==> src/inc/io_port_pkg.sv <==
package io_port_pkg;

   // ----------------------------------------------------------------
   // Sizes
   // ----------------------------------------------------------------
   localparam int unsigned PIN_COUNT  = 8;
   localparam int unsigned OE_COUNT   = 16;
   localparam int unsigned OE_SEL_W   = 4;
   localparam int unsigned ADDR_W     = 6;
   localparam int unsigned DATA_W     = 8;

   // ----------------------------------------------------------------
   // Drive modes
   // ----------------------------------------------------------------
   localparam logic [2:0] DM_HIZ_ANALOG  = 3'h0;
   localparam logic [2:0] DM_HIZ_DIGITAL = 3'h1;
   localparam logic [2:0] DM_RES_UP      = 3'h2;
   localparam logic [2:0] DM_RES_DOWN    = 3'h3;
   localparam logic [2:0] DM_OD_LOW      = 3'h4;
   localparam logic [2:0] DM_OD_HIGH     = 3'h5;
   localparam logic [2:0] DM_STRONG      = 3'h6;
   localparam logic [2:0] DM_RES_UPDOWN  = 3'h7;

   // ----------------------------------------------------------------
   // Edge modes
   // ----------------------------------------------------------------
   localparam logic [1:0] EDGE_NONE    = 2'h0;
   localparam logic [1:0] EDGE_RISING  = 2'h1;
   localparam logic [1:0] EDGE_FALLING = 2'h2;
   localparam logic [1:0] EDGE_BOTH    = 2'h3;

   // ----------------------------------------------------------------
   // Register offsets (port form, then OE select and pin form bases)
   // ----------------------------------------------------------------
   localparam logic [5:0] ADR_DATA_OUT   = 6'h00;
   localparam logic [5:0] ADR_PIN_STATE  = 6'h01;
   localparam logic [5:0] ADR_DM0        = 6'h02;
   localparam logic [5:0] ADR_DM1        = 6'h03;
   localparam logic [5:0] ADR_DM2        = 6'h04;
   localparam logic [5:0] ADR_SLEW       = 6'h05;
   localparam logic [5:0] ADR_BIDIR_EN   = 6'h06;
   localparam logic [5:0] ADR_IN_DIS     = 6'h07;
   localparam logic [5:0] ADR_REG_OUT    = 6'h08;
   localparam logic [5:0] ADR_PORT_CFG   = 6'h09;
   localparam logic [5:0] ADR_INT_STAT   = 6'h0a;
   localparam logic [5:0] ADR_INT_MASK   = 6'h0b;
   localparam logic [5:0] ADR_INT_TYPE_L = 6'h0c;
   localparam logic [5:0] ADR_INT_TYPE_H = 6'h0d;
   localparam logic [5:0] ADR_OE_SEL_0   = 6'h10;
   localparam logic [5:0] ADR_PIN_0      = 6'h20;

   // Port configuration byte fields
   localparam int unsigned CFG_LVTTL_BIT = 0;
   localparam int unsigned CFG_HYST_BIT  = 1;
   localparam int unsigned CFG_THR_LSB   = 2;
   localparam int unsigned CFG_COMP_BIT  = 4;

   // Per-pin register fields
   localparam int unsigned PIN_DR_BIT   = 0;
   localparam int unsigned PIN_PS_BIT   = 1;
   localparam int unsigned PIN_DM_LSB   = 1;
   localparam int unsigned PIN_SLW_BIT  = 4;
   localparam int unsigned PIN_BIE_BIT  = 5;
   localparam int unsigned PIN_DIS_BIT  = 6;
   localparam int unsigned PIN_REG_BIT  = 7;

   // ----------------------------------------------------------------
   // Reset values
   // ----------------------------------------------------------------
   localparam logic [7:0] RST_BYTE   = 8'h00;
   localparam logic [7:0] RST_IN_DIS = 8'hff;

   // Input reference selects
   localparam logic [1:0] THR_HALF_VDDIO = 2'h0;
   localparam logic [1:0] THR_04_VDDIO   = 2'h1;
   localparam logic [1:0] THR_HALF_VREF  = 2'h2;
   localparam logic [1:0] THR_VREF       = 2'h3;

endpackage : io_port_pkg

==> src/logic/io_port_ctrl.sv <==
// Decided for this implementation: the register offsets and the strobed register port.
`timescale 1ns/1ps
// How it works
// - A pin with bidirectional enable set drives in its mode while its routed enable is high, else input.
// - Sixteen control-bus enables; any one may route to any number of pins.
// - Slew select reaches the pad in every mode except the three resistive pull modes.
// - Eight pins feed one interrupt unit with its own request line.
// - Each pin picks rising, falling, both edges, or no interrupt.
// - A matching edge sets the pin status bit and raises the request if the pin's mask bit is set.
// - Status register holds one bit per pin to identify the source.
// - Edge detection runs on the always-on clock, no sleep gating.
// - Only edge detection exists; no level-sensitive mode is offered.
// - Port-wide select picks CMOS (default) or LVTTL input thresholds.
// - Each pin has an input disable independent of drive mode.
// - Per-pin select chooses supply-level or regulated high output.
// - Resistive pull modes are refused while regulated output is on.
// - One port-wide reference select: half/0.4 supply, half/full reference.
// - Analog line may serve as comparator threshold, with hysteresis.
// - Reset leaves every pin analog high-impedance, driver and input off.
// - Port-form and per-pin registers are two views of the same bits.
module io_port_ctrl #(
   parameter int unsigned PINS = io_port_pkg::PIN_COUNT,
   parameter int unsigned OES  = io_port_pkg::OE_COUNT
) (
   // Clock and reset
   input  wire logic              clk_in,
   input  wire logic              rst_b_in,
   // Register port
   input  wire logic [5:0]        addr_in,
   input  wire logic [7:0]        wdata_in,
   input  wire logic              wr_in,
   input  wire logic              rd_in,
   output logic      [7:0]        rdata_out,
   // Programmable logic side
   input  wire logic [OES-1:0]    aux_oe_in,
   input  wire logic [PINS-1:0]   sys_out_in,
   input  wire logic [PINS-1:0]   bypass_in,
   output logic      [PINS-1:0]   sys_in_out,
   // Pads
   input  wire logic [PINS-1:0]   pad_in,
   output logic      [PINS-1:0]   pad_out,
   output logic      [PINS-1:0]   pad_oe_out,
   output logic      [3*PINS-1:0] pad_mode_out,
   output logic      [PINS-1:0]   pad_slow_out,
   output logic      [PINS-1:0]   pad_in_en_out,
   output logic      [PINS-1:0]   pad_reg_out,
   // Port-wide analog controls
   output logic                   lvttl_out,
   output logic                   hyst_en_out,
   output logic      [1:0]        ref_sel_out,
   output logic                   comp_en_out,
   // Interrupt
   output logic                   irq_out
);

   // ----------------------------------------------------------------
   // State
   // ----------------------------------------------------------------
   typedef logic [3:0] oe_sel_t;

   typedef struct packed {
      logic [PINS-1:0]         dr;
      logic [PINS-1:0]         dm0;
      logic [PINS-1:0]         dm1;
      logic [PINS-1:0]         dm2;
      logic [PINS-1:0]         slw;
      logic [PINS-1:0]         bie;
      logic [PINS-1:0]         in_dis;
      logic [PINS-1:0]         reg_out;
      logic [7:0]              cfg;
      logic [PINS-1:0]         stat;
      logic [PINS-1:0]         mask;
      logic [2*PINS-1:0]       itype;
      logic [PINS*4-1:0]       oe_sel;
      logic [PINS-1:0]         sync1;
      logic [PINS-1:0]         sync2;
      logic [PINS-1:0]         prev;
      logic [7:0]              rdata;
   } state_t;

   state_t cur_ff;
   state_t nxt_ff;

   logic [PINS-1:0] edge_hit;
   logic [PINS-1:0] oe_sig;
   logic [PINS-1:0] res_mode;

   // ----------------------------------------------------------------
   // Per-pin logic
   // ----------------------------------------------------------------
   for (genvar i = 0; i < PINS; i++) begin : g_pin
      logic [2:0] dm;
      logic [1:0] et;
      logic       rise;
      logic       fall;
      assign dm   = {cur_ff.dm2[i], cur_ff.dm1[i], cur_ff.dm0[i]};
      assign et   = cur_ff.itype[2*i +: 2];
      assign rise = cur_ff.sync2[i] & ~cur_ff.prev[i];
      assign fall = ~cur_ff.sync2[i] & cur_ff.prev[i];
      // Only edges, never levels
      assign edge_hit[i] =
         (et == io_port_pkg::EDGE_RISING && rise) ||
         (et == io_port_pkg::EDGE_FALLING && fall) ||
         (et == io_port_pkg::EDGE_BOTH && (rise || fall));
      assign oe_sig[i] = aux_oe_in[cur_ff.oe_sel[4*i +: 4]];
      assign res_mode[i] = (dm == io_port_pkg::DM_RES_UP) ||
                           (dm == io_port_pkg::DM_RES_DOWN) ||
                           (dm == io_port_pkg::DM_RES_UPDOWN);
      always_comb begin
         pad_mode_out[3*i +: 3] = dm;
         // Bidirectional: input while enable low
         if (cur_ff.bie[i] && !oe_sig[i]) begin
            pad_mode_out[3*i +: 3] = io_port_pkg::DM_HIZ_DIGITAL;
         end
         // Pull modes unavailable with regulated output
         if (cur_ff.reg_out[i] && res_mode[i]) begin
            pad_mode_out[3*i +: 3] = io_port_pkg::DM_HIZ_DIGITAL;
         end
      end
      assign pad_oe_out[i] =
         (pad_mode_out[3*i +: 3] != io_port_pkg::DM_HIZ_ANALOG) &&
         (pad_mode_out[3*i +: 3] != io_port_pkg::DM_HIZ_DIGITAL);
      // Slew masked off only in the three resistive pull modes
      assign pad_slow_out[i] = cur_ff.slw[i] & ~res_mode[i];
      assign pad_in_en_out[i] = ~cur_ff.in_dis[i] &&
                                (dm != io_port_pkg::DM_HIZ_ANALOG);
   end

   assign pad_out     = (bypass_in & sys_out_in) | (~bypass_in & cur_ff.dr);
   assign pad_reg_out = cur_ff.reg_out;
   assign sys_in_out  = cur_ff.sync2 & pad_in_en_out;
   assign lvttl_out   = cur_ff.cfg[io_port_pkg::CFG_LVTTL_BIT];
   assign hyst_en_out = cur_ff.cfg[io_port_pkg::CFG_HYST_BIT];
   assign ref_sel_out = cur_ff.cfg[io_port_pkg::CFG_THR_LSB +: 2];
   assign comp_en_out = cur_ff.cfg[io_port_pkg::CFG_COMP_BIT];
   assign irq_out     = |(cur_ff.stat & cur_ff.mask);
   assign rdata_out   = cur_ff.rdata;

   // ----------------------------------------------------------------
   // Next state
   // ----------------------------------------------------------------
   always_comb begin
      logic [2:0] pidx;
      logic [PINS-1:0] clr;
      nxt_ff = cur_ff;
      pidx   = addr_in[2:0];
      clr    = '0;
      // Two-stage input synchroniser; no sleep gating
      nxt_ff.sync1 = pad_in;
      nxt_ff.sync2 = cur_ff.sync1;
      nxt_ff.prev  = cur_ff.sync2;
      nxt_ff.rdata = 8'h00;
      if (rd_in) begin
         if (addr_in == io_port_pkg::ADR_DATA_OUT) begin
            nxt_ff.rdata = cur_ff.dr;
         end else if (addr_in == io_port_pkg::ADR_PIN_STATE) begin
            nxt_ff.rdata = cur_ff.sync2;
         end else if (addr_in == io_port_pkg::ADR_DM0) begin
            nxt_ff.rdata = cur_ff.dm0;
         end else if (addr_in == io_port_pkg::ADR_DM1) begin
            nxt_ff.rdata = cur_ff.dm1;
         end else if (addr_in == io_port_pkg::ADR_DM2) begin
            nxt_ff.rdata = cur_ff.dm2;
         end else if (addr_in == io_port_pkg::ADR_SLEW) begin
            nxt_ff.rdata = cur_ff.slw;
         end else if (addr_in == io_port_pkg::ADR_BIDIR_EN) begin
            nxt_ff.rdata = cur_ff.bie;
         end else if (addr_in == io_port_pkg::ADR_IN_DIS) begin
            nxt_ff.rdata = cur_ff.in_dis;
         end else if (addr_in == io_port_pkg::ADR_REG_OUT) begin
            nxt_ff.rdata = cur_ff.reg_out;
         end else if (addr_in == io_port_pkg::ADR_PORT_CFG) begin
            nxt_ff.rdata = cur_ff.cfg;
         end else if (addr_in == io_port_pkg::ADR_INT_STAT) begin
            nxt_ff.rdata = cur_ff.stat;
            clr = cur_ff.stat;
         end else if (addr_in == io_port_pkg::ADR_INT_MASK) begin
            nxt_ff.rdata = cur_ff.mask;
         end else if (addr_in == io_port_pkg::ADR_INT_TYPE_L) begin
            nxt_ff.rdata = cur_ff.itype[7:0];
         end else if (addr_in == io_port_pkg::ADR_INT_TYPE_H) begin
            nxt_ff.rdata = cur_ff.itype[15:8];
         end else if (addr_in[5:4] == 2'h1 && addr_in[3] == 1'b0) begin
            nxt_ff.rdata = {4'h0, cur_ff.oe_sel[4*pidx +: 4]};
         end else if (addr_in[5:3] == 3'h4) begin
            // Pin form assembles the same bits as the port form
            nxt_ff.rdata = {cur_ff.reg_out[pidx], cur_ff.in_dis[pidx],
                            cur_ff.bie[pidx], cur_ff.slw[pidx],
                            cur_ff.dm2[pidx], cur_ff.dm1[pidx],
                            cur_ff.dm0[pidx], cur_ff.dr[pidx]};
         end
      end
      if (wr_in) begin
         if (addr_in == io_port_pkg::ADR_DATA_OUT) begin
            nxt_ff.dr = wdata_in;
         end else if (addr_in == io_port_pkg::ADR_DM0) begin
            nxt_ff.dm0 = wdata_in;
         end else if (addr_in == io_port_pkg::ADR_DM1) begin
            nxt_ff.dm1 = wdata_in;
         end else if (addr_in == io_port_pkg::ADR_DM2) begin
            nxt_ff.dm2 = wdata_in;
         end else if (addr_in == io_port_pkg::ADR_SLEW) begin
            nxt_ff.slw = wdata_in;
         end else if (addr_in == io_port_pkg::ADR_BIDIR_EN) begin
            nxt_ff.bie = wdata_in;
         end else if (addr_in == io_port_pkg::ADR_IN_DIS) begin
            nxt_ff.in_dis = wdata_in;
         end else if (addr_in == io_port_pkg::ADR_REG_OUT) begin
            nxt_ff.reg_out = wdata_in;
         end else if (addr_in == io_port_pkg::ADR_PORT_CFG) begin
            nxt_ff.cfg = {3'h0, wdata_in[4:0]};
         end else if (addr_in == io_port_pkg::ADR_INT_STAT) begin
            clr = clr | wdata_in;
         end else if (addr_in == io_port_pkg::ADR_INT_MASK) begin
            nxt_ff.mask = wdata_in;
         end else if (addr_in == io_port_pkg::ADR_INT_TYPE_L) begin
            nxt_ff.itype[7:0] = wdata_in;
         end else if (addr_in == io_port_pkg::ADR_INT_TYPE_H) begin
            nxt_ff.itype[15:8] = wdata_in;
         end else if (addr_in[5:4] == 2'h1 && addr_in[3] == 1'b0) begin
            nxt_ff.oe_sel[4*pidx +: 4] = wdata_in[3:0];
         end else if (addr_in[5:3] == 3'h4) begin
            nxt_ff.dr[pidx]      = wdata_in[io_port_pkg::PIN_DR_BIT];
            nxt_ff.dm0[pidx]     = wdata_in[io_port_pkg::PIN_DM_LSB];
            nxt_ff.dm1[pidx]     = wdata_in[io_port_pkg::PIN_DM_LSB + 1];
            nxt_ff.dm2[pidx]     = wdata_in[io_port_pkg::PIN_DM_LSB + 2];
            nxt_ff.slw[pidx]     = wdata_in[io_port_pkg::PIN_SLW_BIT];
            nxt_ff.bie[pidx]     = wdata_in[io_port_pkg::PIN_BIE_BIT];
            nxt_ff.in_dis[pidx]  = wdata_in[io_port_pkg::PIN_DIS_BIT];
            nxt_ff.reg_out[pidx] = wdata_in[io_port_pkg::PIN_REG_BIT];
         end
      end
      // New edges win over a clear in the same cycle
      nxt_ff.stat = (cur_ff.stat & ~clr) | edge_hit;
   end

   // ----------------------------------------------------------------
   // Registers
   // ----------------------------------------------------------------
   always_ff @(posedge clk_in or negedge rst_b_in) begin
      if (!rst_b_in) begin
         cur_ff        <= '0;
         cur_ff.in_dis <= io_port_pkg::RST_IN_DIS;
      end else begin
         cur_ff <= nxt_ff;
      end
   end

endmodule : io_port_ctrl

==> config.mk <==
export PLATFORM = sky130hd
export DESIGN_NAME = io_port_ctrl
export DESIGN_NICKNAME = d
export VERILOG_FILES = /design/src/inc/io_port_pkg.sv /design/src/logic/io_port_ctrl.sv
export SDC_FILE = /design/constraint.sdc
export NUM_CORES = 1
export LEC_CHECK = 0
export BUFFER_PORTS_ARGS = -buffer_cell sky130_fd_sc_hd__buf_2
export CORE_ASPECT_RATIO = 1.2
export CORE_MARGIN = 5
export CORE_UTILIZATION = 30
export CTS_CLUSTER_DIAMETER = 80
export DETAILED_ROUTE_END_ITERATION = 10
export GPL_ROUTABILITY_DRIVEN = 0
export PLACE_DENSITY = 0.47
export SLEW_MARGIN = 20
export SYNTH_ARGS = -nofsm -noshare
export SYNTH_HDL_FRONTEND = slang
export SYNTH_SLANG_ARGS = --single-unit
==> constraint.sdc <==
create_clock -name clk_in -period 3.36 [get_ports clk_in]
set_clock_uncertainty 0.1 [all_clocks]
set_input_delay 0.504 -clock clk_in [delete_from_list [all_inputs] [get_ports clk_in]]
set_output_delay 0.504 -clock clk_in [all_outputs]
set_load 0.05 [all_outputs]
==> results of run 1 <==
==> worst paths after layout <==
check,startpoint,endpoint,slack (ns)
min,pad_in[4],cur_ff[28]$_DFF_PN0_,0.04
min reg2reg,cur_ff[29]$_DFF_PN0_,cur_ff[21]$_DFF_PN0_,0.25
max,cur_ff[56]$_DFFE_PN0P_,pad_mode_out[18],0.06
max reg2reg,cur_ff[148]$_DFFE_PN0P_,rdata_out[2]$_DFF_PN0_,1.05
min in group asynchronous,rst_b_in,cur_ff[24]$_DFF_PN0_,0.44
max in group asynchronous,rst_b_in,cur_ff[40]$_DFFE_PN0P_,1.86
==> area by class of cell <==
| class | instances | area (sq um) | share of cell area [%] |
|---|---|---|---|
| Sequential cell | 165 | 4150 | 31.1 |
| Clock inverter | 14 | 201 | 1.51 |
| Antenna cell | 1 | 2.50 | 0.0188 |
| Timing Repair Buffer | 221 | 1350 | 10.1 |
| Multi-Input combinational cell | 872 | 6370 | 47.8 |
| Inverter | 61 | 229 | 1.72 |
| Tap cell | 474 | 593 | 4.45 |
| Clock buffer | 18 | 429 | 3.22 |
==> kinds of logic (layout without fill, tap and decap cells) <==
group | after synthesis | in the layout | synth area share [%]
and+or+nand+nor | 305 | 305 | 13.8
DFF | 165 | 165 | 37.0
adders and majority gates | 21 | 21 | 2.35
muxes | 123 | 123 | 16.6
buffers and inverters | 158 | 314 | 6.51
AOI/OAI and AO/OA | 423 | 423 | 23.8
other | 0 | 1 | 0
==> power groups by stage <==
stage | clock network (mW) | registers, mW | logic (mW)
2_1_floorplan | 0 | 2.53 | 1.91
3_3_place_gp | 0 | 2.84 | 2.56
3_5_place_dp | 0 | 2.83 | 2.58
4_1_cts | 2.22 | 2.80 | 2.61
5_1_grt | 2.30 | 2.84 | 2.80
6_report | 2.18 | 2.82 | 2.65
==> Yosys cell counts, types with 15 or more instances <==
library cell	n	area (sq um)
dfrtp_1	157	3930
a21oi_1	135	676
nand2_1	110	413
o22ai_1	90	563
o21ai_0	80	400
nor2_1	63	236
inv_1	59	221
mux2_2	56	631
clkbuf_1	52	195
mux4_2	44	991
nor3_1	29	145
nand3_1	28	140
buf_4	24	180
a22oi_1	23	173
mux2i_1	22	220
ha_1	21	263
o211ai_1	15	113
==> registers in the layout, summed over array words and instances, names as in the netlist <==
| signal | count |
|---|---|
| comp_en_out | 1 |
| cur_ff | 144 |
| hyst_en_out | 1 |
| lvttl_out | 1 |
| pad_reg_out | 8 |
| rdata_out | 8 |
| ref_sel_out | 2 |
==> critical path, delay by kind of cell (launching register included) <==
| kind | cells | cell delay (ns) |
|---|---|---|
| AOI/OAI and AO/OA | 1 | 0.26 |
| buffers and inverters | 1 | 0.25 |
| DFF | 1 | 0.47 |
| muxes | 2 | 1.09 |
| and+or+nand+nor | 1 | 0.16 |
==> metal layers <==
metal / global-route usage [%] / wire (um) / up-vias
met3: 5.17 / 4480 / 139
met4: 11.9 / 2380 / 0
li1: - / - / 4763
met2: 37.1 / 23200 / 681
met5: 0 / 0 / -
met1: 33.1 / 21000 / 5437
==> repair_timing <==
item                       in CTS  in global routing
gates resized for setup        17                  5
hold buffers                    1                  0
hold endpoints to repair       40                  0
setup buffers                   1                  3
setup endpoints to repair      32                  6
==> impl_metrics.tcl, run 1 <==
set metrics [dict create \
    startpoint_type "register" \
    maxCapViolCount 0 \
    first_pass_iters 6 \
    fin_nets 1417 \
    cts_buffers 17 \
    grt_use_total_pct 24.5 \
    status "finished clean" \
    synth_edf_count 0 \
    whs_ns 0.0411 \
    syn_to_final_growth_pct 19.2 \
    worstSetupEndpointType "primary output" \
    ys_seq_area_share_pct 37.0 \
    hp-class "in2reg" \
    cp_max_fo 6 \
    crit_top_cell "mux4_2" \
    switching_share_pct 43.7 \
    worstPathCellList "mux4_2 -> mux4_2 -> o22ai_2 -> or2_2 -> buf_2" \
    seqPwrFrac_pct 36.9 \
    clk_latency_ns 0.47 \
    drtIter0Drc 1219 \
    grt_pass1_wl_um 74500 \
    syn_nets 1274 \
    dieHeight_um 221 \
    rsz0062_at_grt "true" \
    drt_wl_total_um 51000 \
    cts_root_buffer "clkbuf_16" \
    worstMarginPinSlew_ns 0.808 \
    synth_cells 1195 \
    cts_tree "built" \
    worst_ep_arrival_time_ns 2.70 \
    tns_ns 0 \
    finalCritPeriodShare_pct 98.2 \
    p_comb_share_pct 34.6 \
    grt_max_degree 81 \
    p_leak_nw 5.78 \
    num_rows 77 \
    ant_nets 0 \
    dr_total_vias 11000 \
    cts_htree_levels 4 \
    total_power_mw 7.65 \
    crit_type "reg2out" \
    antenna_found_initial 0 \
    peakVddDrop_uv 378 \
    io_buffers 143 \
    slew_viol_final 0 \
    fmax_mhz 303 \
    fin_area_sq_um 13300 \
    nFillCells 3786 \
    dp_hpwl_um 37800 \
    async_flop_share_pct 100 \
    cts.sinks 165 \
    setup_slack_ns 0.0599 \
    slowest_stage "mux4_2" \
    p_clk_share_pct 28.6 \
    ff2ff_path_depth 6 \
    fin_cells 1826 \
    clockBufferDepth 2 \
    worst_hold_path.num_cells 1 \
    initial_core_util_pct 30.4 \
    coreArea_sq_um 36800 \
    utilization_pct 36.2 \
    syn_avg_cell_area_sq_um 9.35 \
    synth.distinct_cells 81 \
    required_ns 2.76 \
    place_inst 1788 \
    critPathMaxStageDelay_ns 0.56 \
    drt-vias-per-instance 6.04 \
    grt_pass1_vias 10800 \
    yosys_warnings 0 \
    switching_power_mw 3.35 \
    cts.clk_slew.worst_paths_ns 0.08 \
    power.density_nw_per_um2 574 \
    floorplan.die_area_sq_um 41200 \
    layout_min_cycle_time_ns 3.30 \
    slew_headroom_pct 46.1 \
    ys_seq_elements 165 \
    ys.flop_type "dfrtp_1" \
    syn_area_sq_um 11200 \
    wire_per_inst_um 27.9 \
    final_common_cell "dfrtp_1" \
    gr-total-overflow 0 \
    io_pins 144 \
    final_cell_mix "149 x dfrtp_1, 137 x buf_2, 135 x a21oi_1" \
    final_layout_size_suffix_gt1_share_pct 30.1 \
    placedInstanceArea_sq_um 12600 \
    drc 0 \
    pre_cts_ws_ns 0.271 \
    hold_viol_final 0 \
    finalSetupViolations 0 \
    internal_power_mw 4.30 \
    die_w_um 186 \
]
No activity file was read; power rests on OpenSTA's default activity.
==> run 2, diff against run 1 <==
- clock period: 3.36 -> 3.8 ns (I/O delays scaled with it)
==> run 2 against run 1 <==
  * Count of clock-buffer cells in the layout up 1
  * Cell area down 2.1%
  * Sequential share of layout area up 0.58 points
  * Die area unchanged
  * Clock power down 13%
  * First-iteration DRC count up 18%
  * Global-route usage down 0.17 points
  * Core utilization down 0.74 points
  * Critical endpoint is now pad_mode_out[15]
==> impl_metrics.tcl, run 2 (synthesis results as in run 1) <==
set metrics [dict create \
    status "finished clean" \
    cts_root_buffer "clkbuf_16" \
    regMostFlops "cur_ff" \
    wl_met3_um 4580 \
    dp_hpwl_um 37300 \
    p_leak_nw 5.65 \
    critPathBufInv 1 \
    reg2reg_slack_ns 1.40 \
    cts_buffers 17 \
    die_w_um 186 \
    met2WireLength_um 22700 \
    p_comb_share_pct 34.2 \
    power.density_nw_per_um2 511 \
    gr-total-overflow 0 \
    maxCapViolCount 0 \
    grt_pass1_vias 10900 \
    utilization_pct 35.4 \
    hold_viol_final 0 \
    nFillCells 3820 \
    floorplan.die_area_sq_um 41200 \
    drc 0 \
    worstPathCellList "mux4_2 -> mux4_2 -> o22ai_1 -> or2_2 -> buf_2" \
    first_pass_iters 8 \
    cp_max_fo 6 \
    rsz0062_at_grt "false" \
    clk_latency_ns 0.47 \
    peakVddDrop_uv 326 \
    slew_viol_final 0 \
    clockBufferDepth 2 \
    coreArea_sq_um 36800 \
    layout_min_cycle_time_ns 3.57 \
    grt_use_total_pct 24.3 \
    switching_power_mw 2.90 \
    cts_setup_buffers 0 \
    critPathMaxStageDelay_ns 0.58 \
    regArea_sq_um 4140 \
    syn_to_final_growth_pct 16.7 \
    final_layout_size_suffix_gt1_share_pct 27.7 \
    startpoint_type "register" \
    largest_register_ffs 144 \
    wire_per_inst_um 28.0 \
    cts_htree_levels 4 \
    num_rows 77 \
    cts.clk_slew.worst_paths_ns 0.07 \
    slew_headroom_pct 39.5 \
    grt_pass1_wl_um 74600 \
    internal_power_mw 3.77 \
    post_cts_resized 0 \
    slowest_stage "mux4_2" \
    cp_top_family "multiplexers" \
    crit_type "reg2out" \
    finalSetupViolations 0 \
    crit_top_cell "mux4_2" \
    io_pins 144 \
    dr_total_vias 10900 \
    hp-class "in2async" \
    cts.sinks 165 \
    multi_input_area_sq_um 6310 \
    switching_share_pct 43.5 \
    wl_met1_um 21100 \
    p_clk_share_pct 28.3 \
    cts_tree "built" \
    grt_max_degree 73 \
    worstSetupEndpointType "primary output" \
    final_cell_mix "157 x dfrtp_1, 142 x buf_2, 135 x a21oi_1" \
    top_layer "met4" \
    drt-vias-per-instance 6.07 \
    ctsHoldBuffers 0 \
    finalCritPeriodShare_pct 94.0 \
    dieHeight_um 221 \
    initial_core_util_pct 30.4 \
    io_buffers 143 \
    seqPwrFrac_pct 37.5 \
    required_ns 3.13 \
    worst_ep_arrival_time_ns 2.90 \
    drt_wl_total_um 50500 \
    antenna_found_initial 2 \
    fmax_mhz 280 \
    fin_nets 1394 \
    worstMarginPinSlew_ns 0.885 \
    drtIter0Drc 1443 \
    ant_nets 0 \
    final_common_cell "dfrtp_1" \
    tns_ns 0 \
]
[run 2: cell count changes in the layout (fill, tap and decap cells not counted), moves of 2 or more]
| cell | delta |
|---|---|
| clkbuf_4 | -4 |
| dfrtp_1 | +8 |
| o22ai_2 | -7 |
| dfrtp_2 | -8 |
| inv_8 | -2 |
| buf_4 | -22 |
| o22ai_1 | +8 |
| clkinvlp_4 | +2 |
| buf_2 | +5 |
[run 2: routing by layer]
| layer | vias to the layer above | GRT usage [%] |
|---|---|---|
| met3 | 131 | 4.27 |
| met2 | 690 | 37.0 |
| met1 | 5400 | 34.2 |
| li1 | 4726 | - |
| met5 | - | 0 |
| met4 | 0 | 9.80 |
[run 2: final cells by class]
type                    instances  share of cell area [%]
clock buffers                  19                    3.40
diodes                          1                  0.0192
well taps                     474                    4.55
inverters                      61                    1.76
repair buffers                198                    8.79
flip-flops and latches        165                    31.7
multi-input cells             872                    48.4
clock inverters                13                    1.39
[run 2: worst paths after layout]
| check | start | end | cells after the start |
|---|---|---|---|
| min in group clk_in | pad_in[4] | cur_ff[28]$_DFF_PN0_ | 1 |
| max reg2reg | cur_ff[148]$_DFFE_PN0P_ | rdata_out[2]$_DFF_PN0_ | 6 |
| min | rst_b_in | cur_ff[24]$_DFF_PN0_ | 1 |
| max in group asynchronous | rst_b_in | cur_ff[150]$_DFFE_PN0P_ | 2 |
| max | cur_ff[52]$_DFFE_PN0P_ | pad_mode_out[15] | 5 |
| min reg2reg | cur_ff[24]$_DFF_PN0_ | cur_ff[16]$_DFF_PN0_ | 0 |
[run 2: stage by stage]
stage                     instance area [sq um]  hold WS (ns)  worst slack, ns  power [mW]  instances
after global placement                    12400         0.235            0.633        4.77       1770
after global routing                      13000        0.0914           0.0961        6.93       1803
after detailed placement                  12400         0.235            0.547        4.77       1770
after floorplan                           11200         0.174            0.559        3.93       1195
after CTS                                 13000        0.0695            0.202        6.68       1802
final                                     13000        0.0280            0.227        6.67       1803
[run 2: power by group through the flow]
stage | Combinational [mW] | Clock [mW] | Sequential, mW
2_1_floorplan | 1.69 | 0 | 2.24
3_3_place_gp | 2.25 | 0 | 2.52
3_5_place_dp | 2.26 | 0 | 2.51
4_1_cts | 2.27 | 1.93 | 2.48
5_1_grt | 2.42 | 1.99 | 2.52
6_report | 2.28 | 1.89 | 2.50
==> run 3, diff against run 2 <==
- ABC_AREA: unset -> 1
- CAP_MARGIN: unset -> 20
- GPL_ROUTABILITY_DRIVEN: 0 -> unset
==> run 3 against run 2 <==
  * Fmax grew 7.2%
  * Sequential share of layout area shrank 0.16 points
  * Hold slack lost 0.023 ns
  * Power shrank 3.3%
  * Non-clock buffer count shrank 17
  * Area after synthesis grew 1.1%
  * Die area grew 1.1%
  * Sequential cell count is the same
  * Critical endpoint is now pad_oe_out[4]
==> impl_metrics.tcl, run 3 <==
set metrics [dict create \
    ctsHoldBuffers 0 \
    cts_buffers 17 \
    ys.flop_type "dfrtp_1" \
    synthTopCellsByCount "350 x nand2_1, 292 x o21ai_0, 191 x inv_1" \
    layout_min_cycle_time_ns 3.33 \
    peakVddDrop_uv 292 \
    synth_area_leader_cell "dfrtp_1" \
    coreArea_sq_um 37600 \
    status "finished clean" \
    cp_max_fo 14 \
    cts_root_buffer "clkbuf_16" \
    syn_nets 1720 \
    globalplace.congestion 1.01 \
    maxCapViolCount 0 \
    worst_ep_arrival_time_ns 2.66 \
    synth.top_cell.area_share_pct 34.8 \
    dp_hpwl_um 42200 \
    placedInstanceArea_sq_um 12500 \
    io_pins 144 \
    grt_pass1_wl_um 80000 \
    drt-vias-per-instance 5.46 \
    cts.sinks 165 \
    initial_core_util_pct 30.1 \
    fin_area_sq_um 13100 \
    antennaDiodeCount 0 \
    gr-total-overflow 0 \
    io_buffers 143 \
    finalSetupViolations 0 \
    cts_tree "built" \
    final_common_cell "nand2_1" \
    clockBufferDepth 2 \
    nFillCells 4096 \
    setup_slack_ns 0.466 \
    syn_avg_cell_area_sq_um 6.89 \
    finalCritPeriodShare_pct 87.7 \
    hold_viol_final 0 \
    dieHeight_um 223 \
    floorplan.die_area_sq_um 41700 \
    async_flop_share_pct 100 \
    rsz0062_at_grt "false" \
    final_layout_size_suffix_gt1_share_pct 16.0 \
    fin_cells 2252 \
    synth.distinct_cells 45 \
    fmax_mhz 300 \
    synth_cells 1641 \
    drc 0 \
    syn_area_sq_um 11300 \
    tns_ns 0 \
    slew_headroom_pct 36.4 \
    cts_setup_buffers 0 \
    startpoint_type "register" \
    cts_htree_levels 4 \
    largest_register_ffs 144 \
    antenna_found_initial 0 \
    required_ns 3.13 \
    pre_cts_ws_ns 0.573 \
    syn_to_final_growth_pct 16.0 \
    power.density_nw_per_um2 492 \
    num_rows 78 \
    utilization_pct 34.9 \
    ys_seq_area_share_pct 36.6 \
    synth_edf_count 0 \
    die_w_um 187 \
    wire_per_inst_um 24.1 \
    crit_type "reg2out" \
    clk_latency_ns 0.46 \
    slew_viol_final 0 \
    ant_nets 0 \
    worstSetupEndpointType "primary output" \
    cts.clk_slew.worst_paths_ns 0.07 \
    drt_wl_total_um 54300 \
    p_leak_nw 6.09 \
    drtIter0Drc 1101 \
    ys_seq_elements 165 \
    worstMarginPinSlew_ns 0.953 \
    grt_max_degree 64 \
    hp-class "in2async" \
    place_inst 2220 \
    fin_nets 1838 \
    regMostFlops "cur_ff" \
    first_pass_iters 5 \
    grt_pass1_vias 12000 \
    final_cell_mix "350 x nand2_1, 292 x o21ai_0, 191 x inv_1" \
    dr_total_vias 12300 \
    yosysMostFrequentCell "nand2_1" \
    yosys_warnings 0 \
    post_cts_resized 0 \
    synth_area_leaders "dfrtp_1 35%, o21ai_0 13%, nand2_1 12%" \
    grt_use_total_pct 25.7 \
]
run 3: cell types whose count changed in the layout (fill, tap and decap cells not counted), moves of 21 or more:
cell / before / now
a22oi_1: 23 / 2
inv_1: 59 / 191
mux2_2: 56 / 0
mux4_2: 44 / 0
nand2_1: 110 / 350
nand3_1: 28 / 71
o21ai_0: 80 / 292
o22ai_1: 90 / 46
run 3: path summary, 6_finish.rpt:
check | endpoint | slack, ns | start | cells after the start
max | pad_oe_out[4] | 0.47 | cur_ff[48]$_DFFE_PN0P_ | 9
min | cur_ff[33]$_DFFE_PN0P_ | 0.005 | rst_b_in | 1
max reg2reg | rdata_out[3]$_DFF_PN0_ | 1.21 | cur_ff[143]$_DFFE_PN0P_ | 12
min reg2reg | cur_ff[17]$_DFF_PN0_ | 0.25 | cur_ff[25]$_DFF_PN0_ | 0
max in group asynchronous | cur_ff[40]$_DFFE_PN0P_ | 2.80 | rst_b_in | 2
min in group clk_in | cur_ff[29]$_DFF_PN0_ | 0.11 | pad_in[5] | 1
run 3: critical path, stage by stage (launching register included):
cell	delay, ns
dfrtp_1	0.53
inv_1	0.20
o21ai_0	0.14
o21ai_0	0.17
nor2_1	0.05
o311ai_0	0.47
buf_4	0.22
nand3_1	0.09
nand2_1	0.08
buf_2	0.25
run 3: kinds of logic after synthesis:
kind of cell,synth area share (%)
AOI/OAI and AO/OA,28.1
adders and majority gates,2.32
buffers and inverters,10.7
DFF,36.6
muxes,0.277
and+or+nand+nor,22.0
run 3: layer usage:
metal / track usage (%) / routed length [um] / vias to the layer above
met5: 0 / 0 / -
met4: 11.8 / 2560 / 0
met3: 3.11 / 2430 / 105
met2: 46.1 / 27700 / 438
met1: 30.6 / 21600 / 5973
li1: - / - / 5771
run 3: layout make-up:
| cell class | count | area (sq um) | share of cell area, % |
|---|---|---|---|
| multi-input cells | 1179 | 5950 | 45.4 |
| flip-flops and latches | 165 | 4140 | 31.6 |
| repair buffers | 181 | 1030 | 7.87 |
| inverters | 215 | 816 | 6.22 |
| well taps | 480 | 601 | 4.58 |
| clock buffers | 17 | 425 | 3.24 |
| clock inverters | 15 | 145 | 1.11 |
run 3: metrics by stage:
step / hold WS (ns) / total power, mW
floorplan: 0.174 / 3.88
global placement: 0.233 / 4.72
detailed placement: 0.235 / 4.72
CTS: 0.0172 / 6.49
global route: 0.0469 / 6.76
finish: 0.00469 / 6.45
run 3: power breakdown:
part           leakage, nW  internal [mW]  switching [mW]
registers             1.99           2.04           0.356
logic                 3.81          0.533            1.77
clock network        0.283          0.920           0.833
total                 6.09           3.49            2.96
